<file path="config.mk">
export PLATFORM = sky130hd
export DESIGN_NAME = uwk_wake_report
export DESIGN_NICKNAME = d
export VERILOG_FILES = /design/src/verilog/uwk_pkg.sv /design/src/verilog/uwk_mdio_rd.sv /design/src/verilog/uwk_wake_report.sv
export SDC_FILE = /design/constraint.sdc
export NUM_CORES = 1
export LEC_CHECK = 0
export BUFFER_PORTS_ARGS = -buffer_cell sky130_fd_sc_hd__buf_2
export CORE_AREA = 2 2 168 170
export CTS_CLUSTER_DIAMETER = 30
export DETAILED_ROUTE_END_ITERATION = 16
export DIE_AREA = 0 0 170 172
export PLACE_DENSITY = 0.49
export SYNTH_ARGS = -nofsm -noshare
export SYNTH_HDL_FRONTEND = slang
export SYNTH_HIERARCHICAL = 1
export SYNTH_SLANG_ARGS = --single-unit
</file>
<file path="constraint.sdc">
create_clock -name CORE_CLK_I -period 5.11 [get_ports CORE_CLK_I]
set_input_delay 0 -clock CORE_CLK_I [delete_from_list [all_inputs] [get_ports CORE_CLK_I]]
set_output_delay 0 -clock CORE_CLK_I [all_outputs]
set_load 0.05 [all_outputs]
</file>
<file path="src/verilog/uwk_pkg.sv">
// Constants of the suspend-wakeup and status-report block.
// Assumes a 10 MHz core clock and a 32-bit APB register bus.
package uwk_pkg;
   // Register byte offsets.
   localparam logic [7:0] ADDR_CTRL   = 8'h00;
   localparam logic [7:0] ADDR_STATE  = 8'h04;
   localparam logic [7:0] ADDR_PHYVAL = 8'h08;
   localparam logic [7:0] ADDR_IRQST  = 8'h0C;
   localparam logic [7:0] ADDR_IRQMSK = 8'h10;
   localparam logic [7:0] ADDR_PHYADR = 8'h14;
   // Control register fields, write only.
   localparam int CTRL_LINK_BIT  = 1;
   localparam int CTRL_MAGIC_BIT = 2;
   // State register fields above the status byte.
   localparam int STATE_SUSP_BIT = 8;
   // Interrupt status fields.
   localparam int IRQ_W          = 6;
   localparam int IRQ_LOCAL_WAKE = 0;
   localparam int IRQ_HOST_WAKE  = 1;
   localparam int IRQ_LEN_ERR    = 2;
   localparam int IRQ_LINK_CHG   = 3;
   localparam int IRQ_PHYINT_CHG = 4;
   localparam int IRQ_REFRESH    = 5;
   // Report layout.
   localparam logic [7:0] REPORT_HEAD = 8'hA1;
   localparam logic [7:0] REPORT_ZERO = 8'h00;
   localparam logic [4:0] PHY_ADDR_RST = 5'h01;
   // Timing.
   localparam int CLK_NS      = 100;
   localparam int MDC_HALF_NS = 333;
   localparam int MDC_HALF_CYC = (MDC_HALF_NS + CLK_NS - 1) / CLK_NS;
   localparam int POLL_US     = 1000;
   localparam int POLL_CYC    = (POLL_US * 1000) / CLK_NS;
   // Management frame lengths.
   localparam int MD_PRE_BITS = 32;
   localparam int MD_CMD_BITS = 14;
   localparam int MD_ALL_BITS = 64;
   // Suspend states.
   typedef enum logic [0:0] {
      ST_RUN  = 1'b0,
      ST_SUSP = 1'b1
   } uwk_state_t;
endpackage

</file>
<file path="src/verilog/uwk_mdio_rd.sv">
// Management serial read engine: reads one 16-bit PHY register per start.
// Assumes the PHY answers during the turnaround like a clause 22 device.
`timescale 1ns/1ps
`default_nettype none
module uwk_mdio_rd (
   input  wire logic        clk_i,
   input  wire logic        rst_n_i,
   input  wire logic        start_i,
   input  wire logic [4:0]  phy_i,
   input  wire logic [4:0]  reg_i,
   output logic             busy_o,
   output logic             done_o,
   output logic [15:0]      data_o,
   output logic             mdc_o,
   output logic             mdio_o,
   output logic             mdio_oe_o,
   input  wire logic        mdio_i
);
   localparam int HW = uwk_pkg::MDC_HALF_CYC;
   logic [3:0]  half_r;
   logic [6:0]  bit_r;
   logic [13:0] cmd_r;
   logic        tick;

   assign tick = busy_o && (half_r == 4'(HW - 1));

   ////////////////////////////////////////////////////////////////////
   // Half-period timer and clock.
   always_ff @(posedge clk_i) begin
      if (!rst_n_i || !busy_o || tick) begin
         half_r <= 4'h0;
      end else begin
         half_r <= half_r + 4'h1;
      end
   end

   always_ff @(posedge clk_i) begin
      if (!rst_n_i) begin
         busy_o <= 1'b0;
         mdc_o  <= 1'b0;
         bit_r  <= 7'h00;
         done_o <= 1'b0;
      end else begin
         done_o <= 1'b0;
         if (!busy_o && start_i) begin
            busy_o <= 1'b1;
            bit_r  <= 7'h00;
         end else if (tick) begin
            mdc_o <= !mdc_o;
            if (mdc_o) begin
               bit_r <= bit_r + 7'h01;
               if (bit_r == 7'(uwk_pkg::MD_ALL_BITS - 1)) begin
                  busy_o <= 1'b0;
                  done_o <= 1'b1;
               end
            end
         end
      end
   end

   ////////////////////////////////////////////////////////////////////
   // Output shifting on the falling edge, sampling on the rising edge.
   always_ff @(posedge clk_i) begin
      if (!rst_n_i) begin
         cmd_r     <= 14'h0000;
         mdio_o    <= 1'b1;
         mdio_oe_o <= 1'b0;
         data_o    <= 16'h0000;
      end else if (!busy_o && start_i) begin
         cmd_r     <= {4'b0110, phy_i, reg_i};
         mdio_o    <= 1'b1;
         mdio_oe_o <= 1'b1;
      end else if (tick && mdc_o) begin
         if (bit_r < 7'(uwk_pkg::MD_PRE_BITS - 1)) begin
            mdio_o <= 1'b1;
         end else if (bit_r < 7'(uwk_pkg::MD_PRE_BITS + uwk_pkg::MD_CMD_BITS - 1)) begin
            mdio_o <= cmd_r[13];
            cmd_r  <= {cmd_r[12:0], 1'b0};
         end else begin
            mdio_oe_o <= 1'b0;
         end
      end else if (tick && !mdc_o && bit_r >= 7'(uwk_pkg::MD_ALL_BITS - 16)) begin
         data_o <= {data_o[14:0], mdio_i};
      end
   end
endmodule // uwk_mdio_rd
`default_nettype wire

</file>
<file path="src/verilog/uwk_wake_report.sv">
// Suspend-wakeup decision and interrupt-endpoint status report with APB.
// Assumes the USB core flags suspend, host resume and remote-wake feature.
//
// How it works
// - Host resume ends suspend whatever the wake settings are; prior mode kept.
// - No local wake unless EEPROM wake-allow and host remote-wake feature set.
// - Local wake: magic if enabled, link-up if enabled, or a falling edge on the wake pin.
// - Report is A1, 00, status, 00, then two 16-bit PHY values.
// - Status byte: link, link, length error, PHY interrupt, four zero bits.
// - Status bit 0 is one while primary link is up.
// - Status bit 1 is one while secondary link is up.
// - Bit 2 is one after a length parity error, zero after good parity.
// - Bit 3 shows the PHY interrupt input level.
// - Bytes 5 and 6 hold the PHY register named by EEPROM high byte.
// - Bytes 7 and 8 hold the PHY register named by EEPROM low byte.
// - Wake-on-link enable is a write-only bit, zero after reset.
// - Wake-on-magic enable is a write-only bit, zero after reset.
`timescale 1ns/1ps
`default_nettype none
module uwk_wake_report #(
   parameter int POLL_CYC = uwk_pkg::POLL_CYC
) (
   input  wire logic        CORE_CLK_I,
   input  wire logic        RST_N_I,
   input  wire logic        PSEL_I,
   input  wire logic        PENABLE_I,
   input  wire logic        PWRITE_I,
   input  wire logic [7:0]  PADDR_I,
   input  wire logic [31:0] PWDATA_I,
   output logic [31:0]      PRDATA_O,
   output logic             PREADY_O,
   output logic             PSLVERR_O,
   input  wire logic        SUSPEND_I,
   input  wire logic        HOST_RESUME_I,
   input  wire logic        REMOTE_WAKE_FEATURE_I,
   input  wire logic        EEPROM_WAKE_ALLOW_I,
   input  wire logic [15:0] EEPROM_PHY_REG_SEL_I,
   input  wire logic        MAGIC_PACKET_I,
   input  wire logic        PRIMARY_LINK_UP_I,
   input  wire logic        SECONDARY_LINK_UP_I,
   input  wire logic        EXTERNAL_WAKE_PIN_N_I,
   input  wire logic        PHY_INTERRUPT_LEVEL_I,
   input  wire logic        LEN_CHECK_I,
   input  wire logic        LEN_PARITY_BAD_I,
   output logic             SUSPENDED_O,
   output logic             REMOTE_WAKE_O,
   output logic [63:0]      REPORT_O,
   output logic             IRQ_O,
   output logic             MDC_O,
   output logic             MDIO_O,
   output logic             MDIO_OE_O,
   input  wire logic        MDIO_I
);
   uwk_pkg::uwk_state_t state_r;
   logic                wake_on_link_enable_r;
   logic                wake_on_magic_enable_r;
   logic                bulk_out_length_error_r;
   logic                primary_link_up_r;
   logic                secondary_link_up_r;
   logic                pin_n_r;
   logic                phy_int_r;
   logic                hist_ok_r;
   logic [4:0]          phy_addr_r;
   logic [15:0]         phy_val_a_r;
   logic [15:0]         phy_val_b_r;
   logic [7:0]          status_byte;
   logic [uwk_pkg::IRQ_W-1:0] irq_st_r;
   logic [uwk_pkg::IRQ_W-1:0] irq_msk_r;
   logic [uwk_pkg::IRQ_W-1:0] irq_ev;
   logic [31:0]         poll_r;
   logic                poll_sel_r;
   logic                md_start;
   logic                md_busy;
   logic                md_done;
   logic [15:0]         md_data;
   logic                self_wake_ok;
   logic                local_event;
   logic                link_rise;
   logic                wr_acc;
   logic                setup;
   logic                mapped;
   logic [31:0]         rd_nxt;

   ////////////////////////////////////////////////////////////////////
   // APB decode: data is latched in the setup cycle, zero wait access.
   assign setup  = PSEL_I && !PENABLE_I;
   assign wr_acc = PSEL_I && PENABLE_I && PWRITE_I;
   assign PREADY_O = 1'b1;

   always_comb begin
      mapped = 1'b1;
      rd_nxt = 32'h0000_0000;
      unique case (PADDR_I)
         uwk_pkg::ADDR_CTRL: begin
            rd_nxt = 32'h0000_0000;
         end
         uwk_pkg::ADDR_STATE: begin
            rd_nxt = {23'h00_0000, SUSPENDED_O, status_byte};
         end
         uwk_pkg::ADDR_PHYVAL: begin
            rd_nxt = {phy_val_a_r, phy_val_b_r};
         end
         uwk_pkg::ADDR_IRQST: begin
            rd_nxt = {26'h000_0000, irq_st_r};
         end
         uwk_pkg::ADDR_IRQMSK: begin
            rd_nxt = {26'h000_0000, irq_msk_r};
         end
         uwk_pkg::ADDR_PHYADR: begin
            rd_nxt = {27'h000_0000, phy_addr_r};
         end
         default: begin
            mapped = 1'b0;
         end
      endcase
   end

   always_ff @(posedge CORE_CLK_I) begin
      if (!RST_N_I) begin
         PRDATA_O <= 32'h0000_0000;
      end else if (setup) begin
         PRDATA_O <= PWRITE_I ? 32'h0000_0000 : rd_nxt;
      end
   end

   ////////////////////////////////////////////////////////////////////
   // Slave error stands from the setup edge until the select falls.
   always_ff @(posedge CORE_CLK_I) begin
      if (!RST_N_I) begin
         PSLVERR_O <= 1'b0;
      end else if (setup) begin
         PSLVERR_O <= !mapped;
      end else if (!PSEL_I) begin
         PSLVERR_O <= 1'b0;
      end
   end

   ////////////////////////////////////////////////////////////////////
   // Writable registers.
   always_ff @(posedge CORE_CLK_I) begin
      if (!RST_N_I) begin
         wake_on_link_enable_r  <= 1'b0;
         wake_on_magic_enable_r <= 1'b0;
      end else if (wr_acc && PADDR_I == uwk_pkg::ADDR_CTRL) begin
         wake_on_link_enable_r  <= PWDATA_I[uwk_pkg::CTRL_LINK_BIT];
         wake_on_magic_enable_r <= PWDATA_I[uwk_pkg::CTRL_MAGIC_BIT];
      end
   end

   always_ff @(posedge CORE_CLK_I) begin
      if (!RST_N_I) begin
         irq_msk_r <= '0;
      end else if (wr_acc && PADDR_I == uwk_pkg::ADDR_IRQMSK) begin
         irq_msk_r <= PWDATA_I[uwk_pkg::IRQ_W-1:0];
      end
   end

   ////////////////////////////////////////////////////////////////////
   // Address of the PHY that the management reads go to.
   always_ff @(posedge CORE_CLK_I) begin
      if (!RST_N_I) begin
         phy_addr_r <= uwk_pkg::PHY_ADDR_RST;
      end else if (wr_acc && PADDR_I == uwk_pkg::ADDR_PHYADR) begin
         phy_addr_r <= PWDATA_I[4:0];
      end
   end

   ////////////////////////////////////////////////////////////////////
   // Input history for edge detection.
   always_ff @(posedge CORE_CLK_I) begin
      if (!RST_N_I) begin
         primary_link_up_r   <= 1'b0;
         secondary_link_up_r <= 1'b0;
      end else begin
         primary_link_up_r   <= PRIMARY_LINK_UP_I;
         secondary_link_up_r <= SECONDARY_LINK_UP_I;
      end
   end

   always_ff @(posedge CORE_CLK_I) begin
      if (!RST_N_I) begin
         pin_n_r   <= 1'b1;
         phy_int_r <= 1'b0;
      end else begin
         pin_n_r   <= EXTERNAL_WAKE_PIN_N_I;
         phy_int_r <= PHY_INTERRUPT_LEVEL_I;
      end
   end

   ////////////////////////////////////////////////////////////////////
   // Edges count only from the second edge after reset, so an input already active at release is no event.
   always_ff @(posedge CORE_CLK_I) begin
      if (!RST_N_I) begin
         hist_ok_r <= 1'b0;
      end else begin
         hist_ok_r <= 1'b1;
      end
   end

   assign link_rise = hist_ok_r && ((PRIMARY_LINK_UP_I && !primary_link_up_r) ||
                                    (SECONDARY_LINK_UP_I && !secondary_link_up_r));

   ////////////////////////////////////////////////////////////////////
   // Wake decision.
   assign self_wake_ok = EEPROM_WAKE_ALLOW_I && REMOTE_WAKE_FEATURE_I;
   assign local_event = (MAGIC_PACKET_I && wake_on_magic_enable_r) ||
                        (link_rise && wake_on_link_enable_r) ||
                        (!EXTERNAL_WAKE_PIN_N_I && pin_n_r && hist_ok_r);

   always_ff @(posedge CORE_CLK_I) begin
      if (!RST_N_I) begin
         state_r       <= uwk_pkg::ST_RUN;
         REMOTE_WAKE_O <= 1'b0;
      end else begin
         REMOTE_WAKE_O <= 1'b0;
         unique case (state_r)
            uwk_pkg::ST_RUN: begin
               if (SUSPEND_I && !HOST_RESUME_I) begin
                  state_r <= uwk_pkg::ST_SUSP;
               end
            end
            uwk_pkg::ST_SUSP: begin
               if (HOST_RESUME_I) begin
                  state_r <= uwk_pkg::ST_RUN;
               end else if (self_wake_ok && local_event) begin
                  state_r       <= uwk_pkg::ST_RUN;
                  REMOTE_WAKE_O <= 1'b1;
               end
            end
         endcase
      end
   end

   // Settings are never touched by suspend, so resume restores them.
   assign SUSPENDED_O = (state_r == uwk_pkg::ST_SUSP);

   ////////////////////////////////////////////////////////////////////
   // Length error flag follows the latest bulk-out length check.
   always_ff @(posedge CORE_CLK_I) begin
      if (!RST_N_I) begin
         bulk_out_length_error_r <= 1'b0;
      end else if (LEN_CHECK_I) begin
         bulk_out_length_error_r <= LEN_PARITY_BAD_I;
      end
   end

   ////////////////////////////////////////////////////////////////////
   // Status byte and report.
   assign status_byte = {4'h0,
                         PHY_INTERRUPT_LEVEL_I,
                         bulk_out_length_error_r,
                         SECONDARY_LINK_UP_I,
                         PRIMARY_LINK_UP_I};

   always_ff @(posedge CORE_CLK_I) begin
      if (!RST_N_I) begin
         REPORT_O <= 64'h0000_0000_0000_0000;
      end else begin
         REPORT_O <= {uwk_pkg::REPORT_HEAD, uwk_pkg::REPORT_ZERO,
                      status_byte, uwk_pkg::REPORT_ZERO,
                      phy_val_a_r, phy_val_b_r};
      end
   end

   ////////////////////////////////////////////////////////////////////
   // Periodic PHY polling, alternating between the two selected registers.
   assign md_start = (poll_r == 32'h0000_0000) && !md_busy;

   always_ff @(posedge CORE_CLK_I) begin
      if (!RST_N_I) begin
         poll_r <= 32'h0000_0000;
      end else if (md_start) begin
         poll_r <= 32'(POLL_CYC - 1);
      end else if (poll_r != 32'h0000_0000) begin
         poll_r <= poll_r - 32'h0000_0001;
      end
   end

   always_ff @(posedge CORE_CLK_I) begin
      if (!RST_N_I) begin
         poll_sel_r <= 1'b0;
      end else if (md_done) begin
         poll_sel_r <= !poll_sel_r;
      end
   end

   ////////////////////////////////////////////////////////////////////
   // Each reply lands in the report half that its register belongs to.
   always_ff @(posedge CORE_CLK_I) begin
      if (!RST_N_I) begin
         phy_val_a_r <= 16'h0000;
      end else if (md_done && !poll_sel_r) begin
         phy_val_a_r <= md_data;
      end
   end

   always_ff @(posedge CORE_CLK_I) begin
      if (!RST_N_I) begin
         phy_val_b_r <= 16'h0000;
      end else if (md_done && poll_sel_r) begin
         phy_val_b_r <= md_data;
      end
   end

   uwk_mdio_rd u_mdio (
      .clk_i     (CORE_CLK_I),
      .rst_n_i   (RST_N_I),
      .start_i   (md_start),
      .phy_i     (phy_addr_r),
      .reg_i     (poll_sel_r ? EEPROM_PHY_REG_SEL_I[4:0] : EEPROM_PHY_REG_SEL_I[12:8]),
      .busy_o    (md_busy),
      .done_o    (md_done),
      .data_o    (md_data),
      .mdc_o     (MDC_O),
      .mdio_o    (MDIO_O),
      .mdio_oe_o (MDIO_OE_O),
      .mdio_i    (MDIO_I)
   );

   ////////////////////////////////////////////////////////////////////
   // Interrupt status: sticky, write one to clear, set wins over clear.
   always_comb begin
      irq_ev = '0;
      irq_ev[uwk_pkg::IRQ_LOCAL_WAKE] = REMOTE_WAKE_O;
      irq_ev[uwk_pkg::IRQ_HOST_WAKE]  = SUSPENDED_O && HOST_RESUME_I;
      irq_ev[uwk_pkg::IRQ_LEN_ERR]    = LEN_CHECK_I && LEN_PARITY_BAD_I;
      irq_ev[uwk_pkg::IRQ_LINK_CHG]   = hist_ok_r && ((PRIMARY_LINK_UP_I != primary_link_up_r) ||
                                                      (SECONDARY_LINK_UP_I != secondary_link_up_r));
      irq_ev[uwk_pkg::IRQ_PHYINT_CHG] = hist_ok_r && (PHY_INTERRUPT_LEVEL_I != phy_int_r);
      irq_ev[uwk_pkg::IRQ_REFRESH]    = md_done;
   end

   always_ff @(posedge CORE_CLK_I) begin
      if (!RST_N_I) begin
         irq_st_r <= '0;
      end else if (wr_acc && PADDR_I == uwk_pkg::ADDR_IRQST) begin
         irq_st_r <= (irq_st_r & ~PWDATA_I[uwk_pkg::IRQ_W-1:0]) | irq_ev;
      end else begin
         irq_st_r <= irq_st_r | irq_ev;
      end
   end

   assign IRQ_O = |(irq_st_r & irq_msk_r);
endmodule // uwk_wake_report
`default_nettype wire
</file>
==> key figures <==
Floorplan
  – Die X-Extent: 170 um
  – Starting Density: 30.6%
  – Die footprint: 0.0292 mm^2
  – Core Footprint: 0.0275 mm^2
  – Chip height: 172 um
  – FP Rows: 61
  – I/O pins: 177

Critical path
  – Reg2reg path depth: 9
  – Reg2reg start: poll_r[0]$_SDFFE_PN0P_
  – CP startpoint kind: flop
  – WP data arrival: 3600 ps
  – Worst EP required: 5500 ps
  – FF-to-FF End: u_mdio/done_o$_SDFF_PP0_
  – Worst setup EP type: flop
  – Crit-path max cell delay: 570 ps
  – Max Fanout on Critical Path: 21
  – R2R setup slack: 1900 ps
  – CP max stage cell: or4b_1
  – CP most frequent cell: nand2_1
  – Crit path cell chain: inv_1 > ha_1 > or4b_1 > nor3_1 > nand2_1 > nor4_1 > nand2b_1 > nand2_1 > nor2_1
  – Crit path kind: flop to flop

Timing
  – Crit path time final: 3210 ps
  – Fin crit share: 62.9%
  – Fin worst setup slack: 1900 ps
  – RSZ-0062 raised after global routing: false
  – Setup Viol. Count Final: 0
  – Final Max Tran Viols: 0
  – Clock skew: 21.9 ps
  – Final hold slack: 82.3 ps
  – Final Hold Fails: 0
  – Fmax: 0.311 GHz
  – Worst relative slew slack: 20.6%
  – TNS Setup: 0 ps
  – Least-Margin Pin Slew: 1190 ps

Clock network
  – Maximum root-to-sink buffer count: 3
  – Worst-Skew Late Latency: 530 ps
  – Clock Tree Root: clkbuf_16
  – # clock sinks: 204
  – Inserted Clock Buffers: 47
  – CTS tree: yes
  – Worst-path clk slew: 50 ps
  – H-tree Lvls: 2

Final layout
  – Area Overhead vs Synth: 32.6%
  – Fin cells: 1,471
  – Sequential cell area: 0.00408 mm^2
  – Fillers: 2,749
  – Share of layout cells above drive strength 1: 20.7%
  – Fin nets: 1,167
  – Multi-input logic area: 0.00387 mm^2
  – # diodes: 0

Place
  – Pre-CTS setup slack: 1900 ps
  – Post-DP HPWL: 14.2 mm
  – Placed cells: 1,348
  – Placer's final routability congestion estimate: 0.757
  – Port buffer count: 118

Global route
  – Initial antenna violation count: 0
  – First-pass GRT wire length: 35.6 mm
  – Total track usage: 15.0%
  – Vias in the first global route: 6,894
  – Largest net degree at the start of global routing: 85
  – Gr ovfl total: 0

Routing
  – Drt wl/cell: 15.0 um
  – Routed vias: 7,099
  – TritonRoute pass-1 iters: 5
  – Drt initial violations: 397
  – DRC: 0
  – WL final: 22.0 mm
  – ANT nets after route: 0
  – Vias per inst: 4.83

Yosys
  – Distinct cell type count after synthesis: 72
  – Synth Cell Area: 0.00842 mm^2
  – Synthesis-stage register bit count: 204
  – Number of flops mapped to enable cells by yosys: 0
  – Main flop type after synthesis: dfxtp_1
  – Post-synthesis average cell area: 8.91 um^2
  – Post-synthesis async set-or-reset flop share: 0%
  – Seq/Total Area, Yosys: 48.5%
  – Synthesized instance count: 945
  – Yosys warns: 6

Power
  – Power Total: 6.42 mW
  – Worst vdd ir: 0.271 mV
  – Pwr dens: 575 mW/mm^2
  – Leakage dissipation: 4.49 nW

Min path
  – Hold Crit Start: PADDR_I[2]
  – Hold path depth: 5
  – WHS Endpoint: PRDATA_O[8]$_SDFFE_PN0P_
  – Worst hold path type: input port to flop

Outcome
  – Status: finished, final reports clean

Run
  – Max-cap check violation count: 0
## logic make-up (layout without fill, tap and decap cells)
logic type | after synthesis | in the layout | synth area share (%)
compound gates | 222 | 222 | 17.0
xor+xnor | 17 | 17 | 1.77
fa+ha+maj | 6 | 6 | 0.892
buf+inv | 101 | 257 | 6.58
flops | 204 | 204 | 48.5
mux | 15 | 15 | 1.95
other cells | 2 | 26 | 0.0892
simple gates | 378 | 378 | 23.2
## cells in the mapped netlist (6+ instances only)
| cell | instances | area [um^2] |
|---|---|---|
| a22oi_1 | 34 | 255 |
| a21boi_0 | 7 | 52.6 |
| buf_4 | 32 | 240 |
| nor3_1 | 15 | 75.1 |
| nor4_1 | 9 | 56.3 |
| xnor2_1 | 8 | 70.1 |
| nand4_1 | 6 | 37.5 |
| xor2_1 | 9 | 78.8 |
| or4_1 | 9 | 67.6 |
| buf_6 | 6 | 67.6 |
| nand2_1 | 136 | 510 |
| clkbuf_1 | 40 | 150 |
| a31oi_1 | 14 | 87.6 |
| dfxtp_1 | 204 | 4080 |
| buf_2 | 8 | 40.0 |
| inv_1 | 12 | 45.0 |
| a21boi_1 | 11 | 82.6 |
| nand3_1 | 36 | 180 |
| a211oi_1 | 12 | 90.1 |
| ha_1 | 6 | 75.1 |
| o31ai_1 | 6 | 45.0 |
| nor2_1 | 71 | 267 |
| a21oi_1 | 70 | 350 |
| and2_1 | 40 | 250 |
| o21ai_0 | 38 | 190 |
| or3_1 | 14 | 87.6 |
| and3_1 | 7 | 43.8 |
| mux2_2 | 11 | 124 |
## how the worst max path moves through the flow
stage	from	slack (ps)	to	cells after the start
floorplan	poll_r[0]$_SDFFE_PN0P_	2900	u_mdio/bit_r[0]$_SDFFE_PP0P_	10
global placement	poll_r[0]$_SDFFE_PN0P_	1950	u_mdio/done_o$_SDFF_PP0_	9
detailed placement	poll_r[0]$_SDFFE_PN0P_	1900	u_mdio/done_o$_SDFF_PP0_	9
CTS	poll_r[0]$_SDFFE_PN0P_	1910	u_mdio/done_o$_SDFF_PP0_	9
global route	poll_r[0]$_SDFFE_PN0P_	1590	u_mdio/done_o$_SDFF_PP0_	9
finish	poll_r[0]$_SDFFE_PN0P_	1900	u_mdio/done_o$_SDFF_PP0_	9
## per-stage QoR
step / instance area (um^2) / utilization [%]
after detailed placement: 9050 / 32.9
after floorplan: 8510 / -
after global placement: 9050 / 32.9
after CTS: 11200 / 40.6
after global routing: 11200 / 40.6
final: 11200 / 40.6
## metal layers
layer / share of wire, % / GRT usage [%] / routed length (um) / up-vias
met1: 48 / 19.8 / 10700 / 3326
met5: 0 / 0 / 0 / -
met3: 4.7 / 3.27 / 1040 / 41
li1: - / - / - / 3574
met2: 45 / 24.2 / 9840 / 158
met4: 2.3 / 5.28 / 510 / 0
## registers in the layout, indices dropped and copies added, names as in the netlist, 4 cells and up
name	cells
REPORT_O	36
PRDATA_O	32
poll_r	32
phy_val_a_r	16
phy_val_b_r	16
u_mdio/data_o	16
u_mdio/cmd_r	14
u_mdio/bit_r	7
irq_msk_r	6
irq_st_r	6
phy_addr_r	5
u_mdio/half_r	4
## critical path: cells and delay by family (launching register included)
| kind | cells | cell delay [ps] |
|---|---|---|
| flip-flops | 1 | 310 |
| AND/OR/NAND/NOR | 7 | 2500 |
| buffers and inverters | 1 | 90 |
| adder cells (fa/ha/maj) | 1 | 180 |
## power breakdown
group | switching [mW] | internal [mW] | total, mW | leakage, nW
registers | 0.134 | 1.73 | 1.86 | 1.65
clock network | 0.954 | 2.29 | 3.25 | 0.836
logic | 0.860 | 0.455 | 1.32 | 2.01
total | 1.95 | 4.48 | 6.42 | 4.49
## cell type report
| type | instances | area share, % |
|---|---|---|
| clock buffers | 59 | 11.6 |
| flip-flops and latches | 204 | 36.6 |
| multi-input cells | 664 | 34.7 |
| well taps | 346 | 3.88 |
| repair buffers | 158 | 8.81 |
| inverters | 13 | 0.437 |
| clock inverters | 27 | 4.06 |
## placed cells by master, fill, tap and decap left out, types with 15 or more instances in the layout
master | synthesis | final
and2_1 | 40 | 40
dlygate4sd3_1 | 0 | 37
a21oi_1 | 70 | 70
nand3_1 | 36 | 36
a22oi_1 | 34 | 34
o21ai_0 | 38 | 38
clkbuf_16 | 0 | 47
nor2_1 | 71 | 71
buf_2 | 8 | 118
nor3_1 | 15 | 15
conb_1 | 2 | 26
nand2_1 | 136 | 136
dfxtp_1 | 204 | 204
## repair_timing
action,4_1_cts,5_1_grt
resized for setup,0,0
buffers inserted,0,0
endpoints found under the hold margin,46,0
hold buffers,37,0
setup endpoints to repair,0,0
Note: power is estimated with default switching activity, not from simulation.
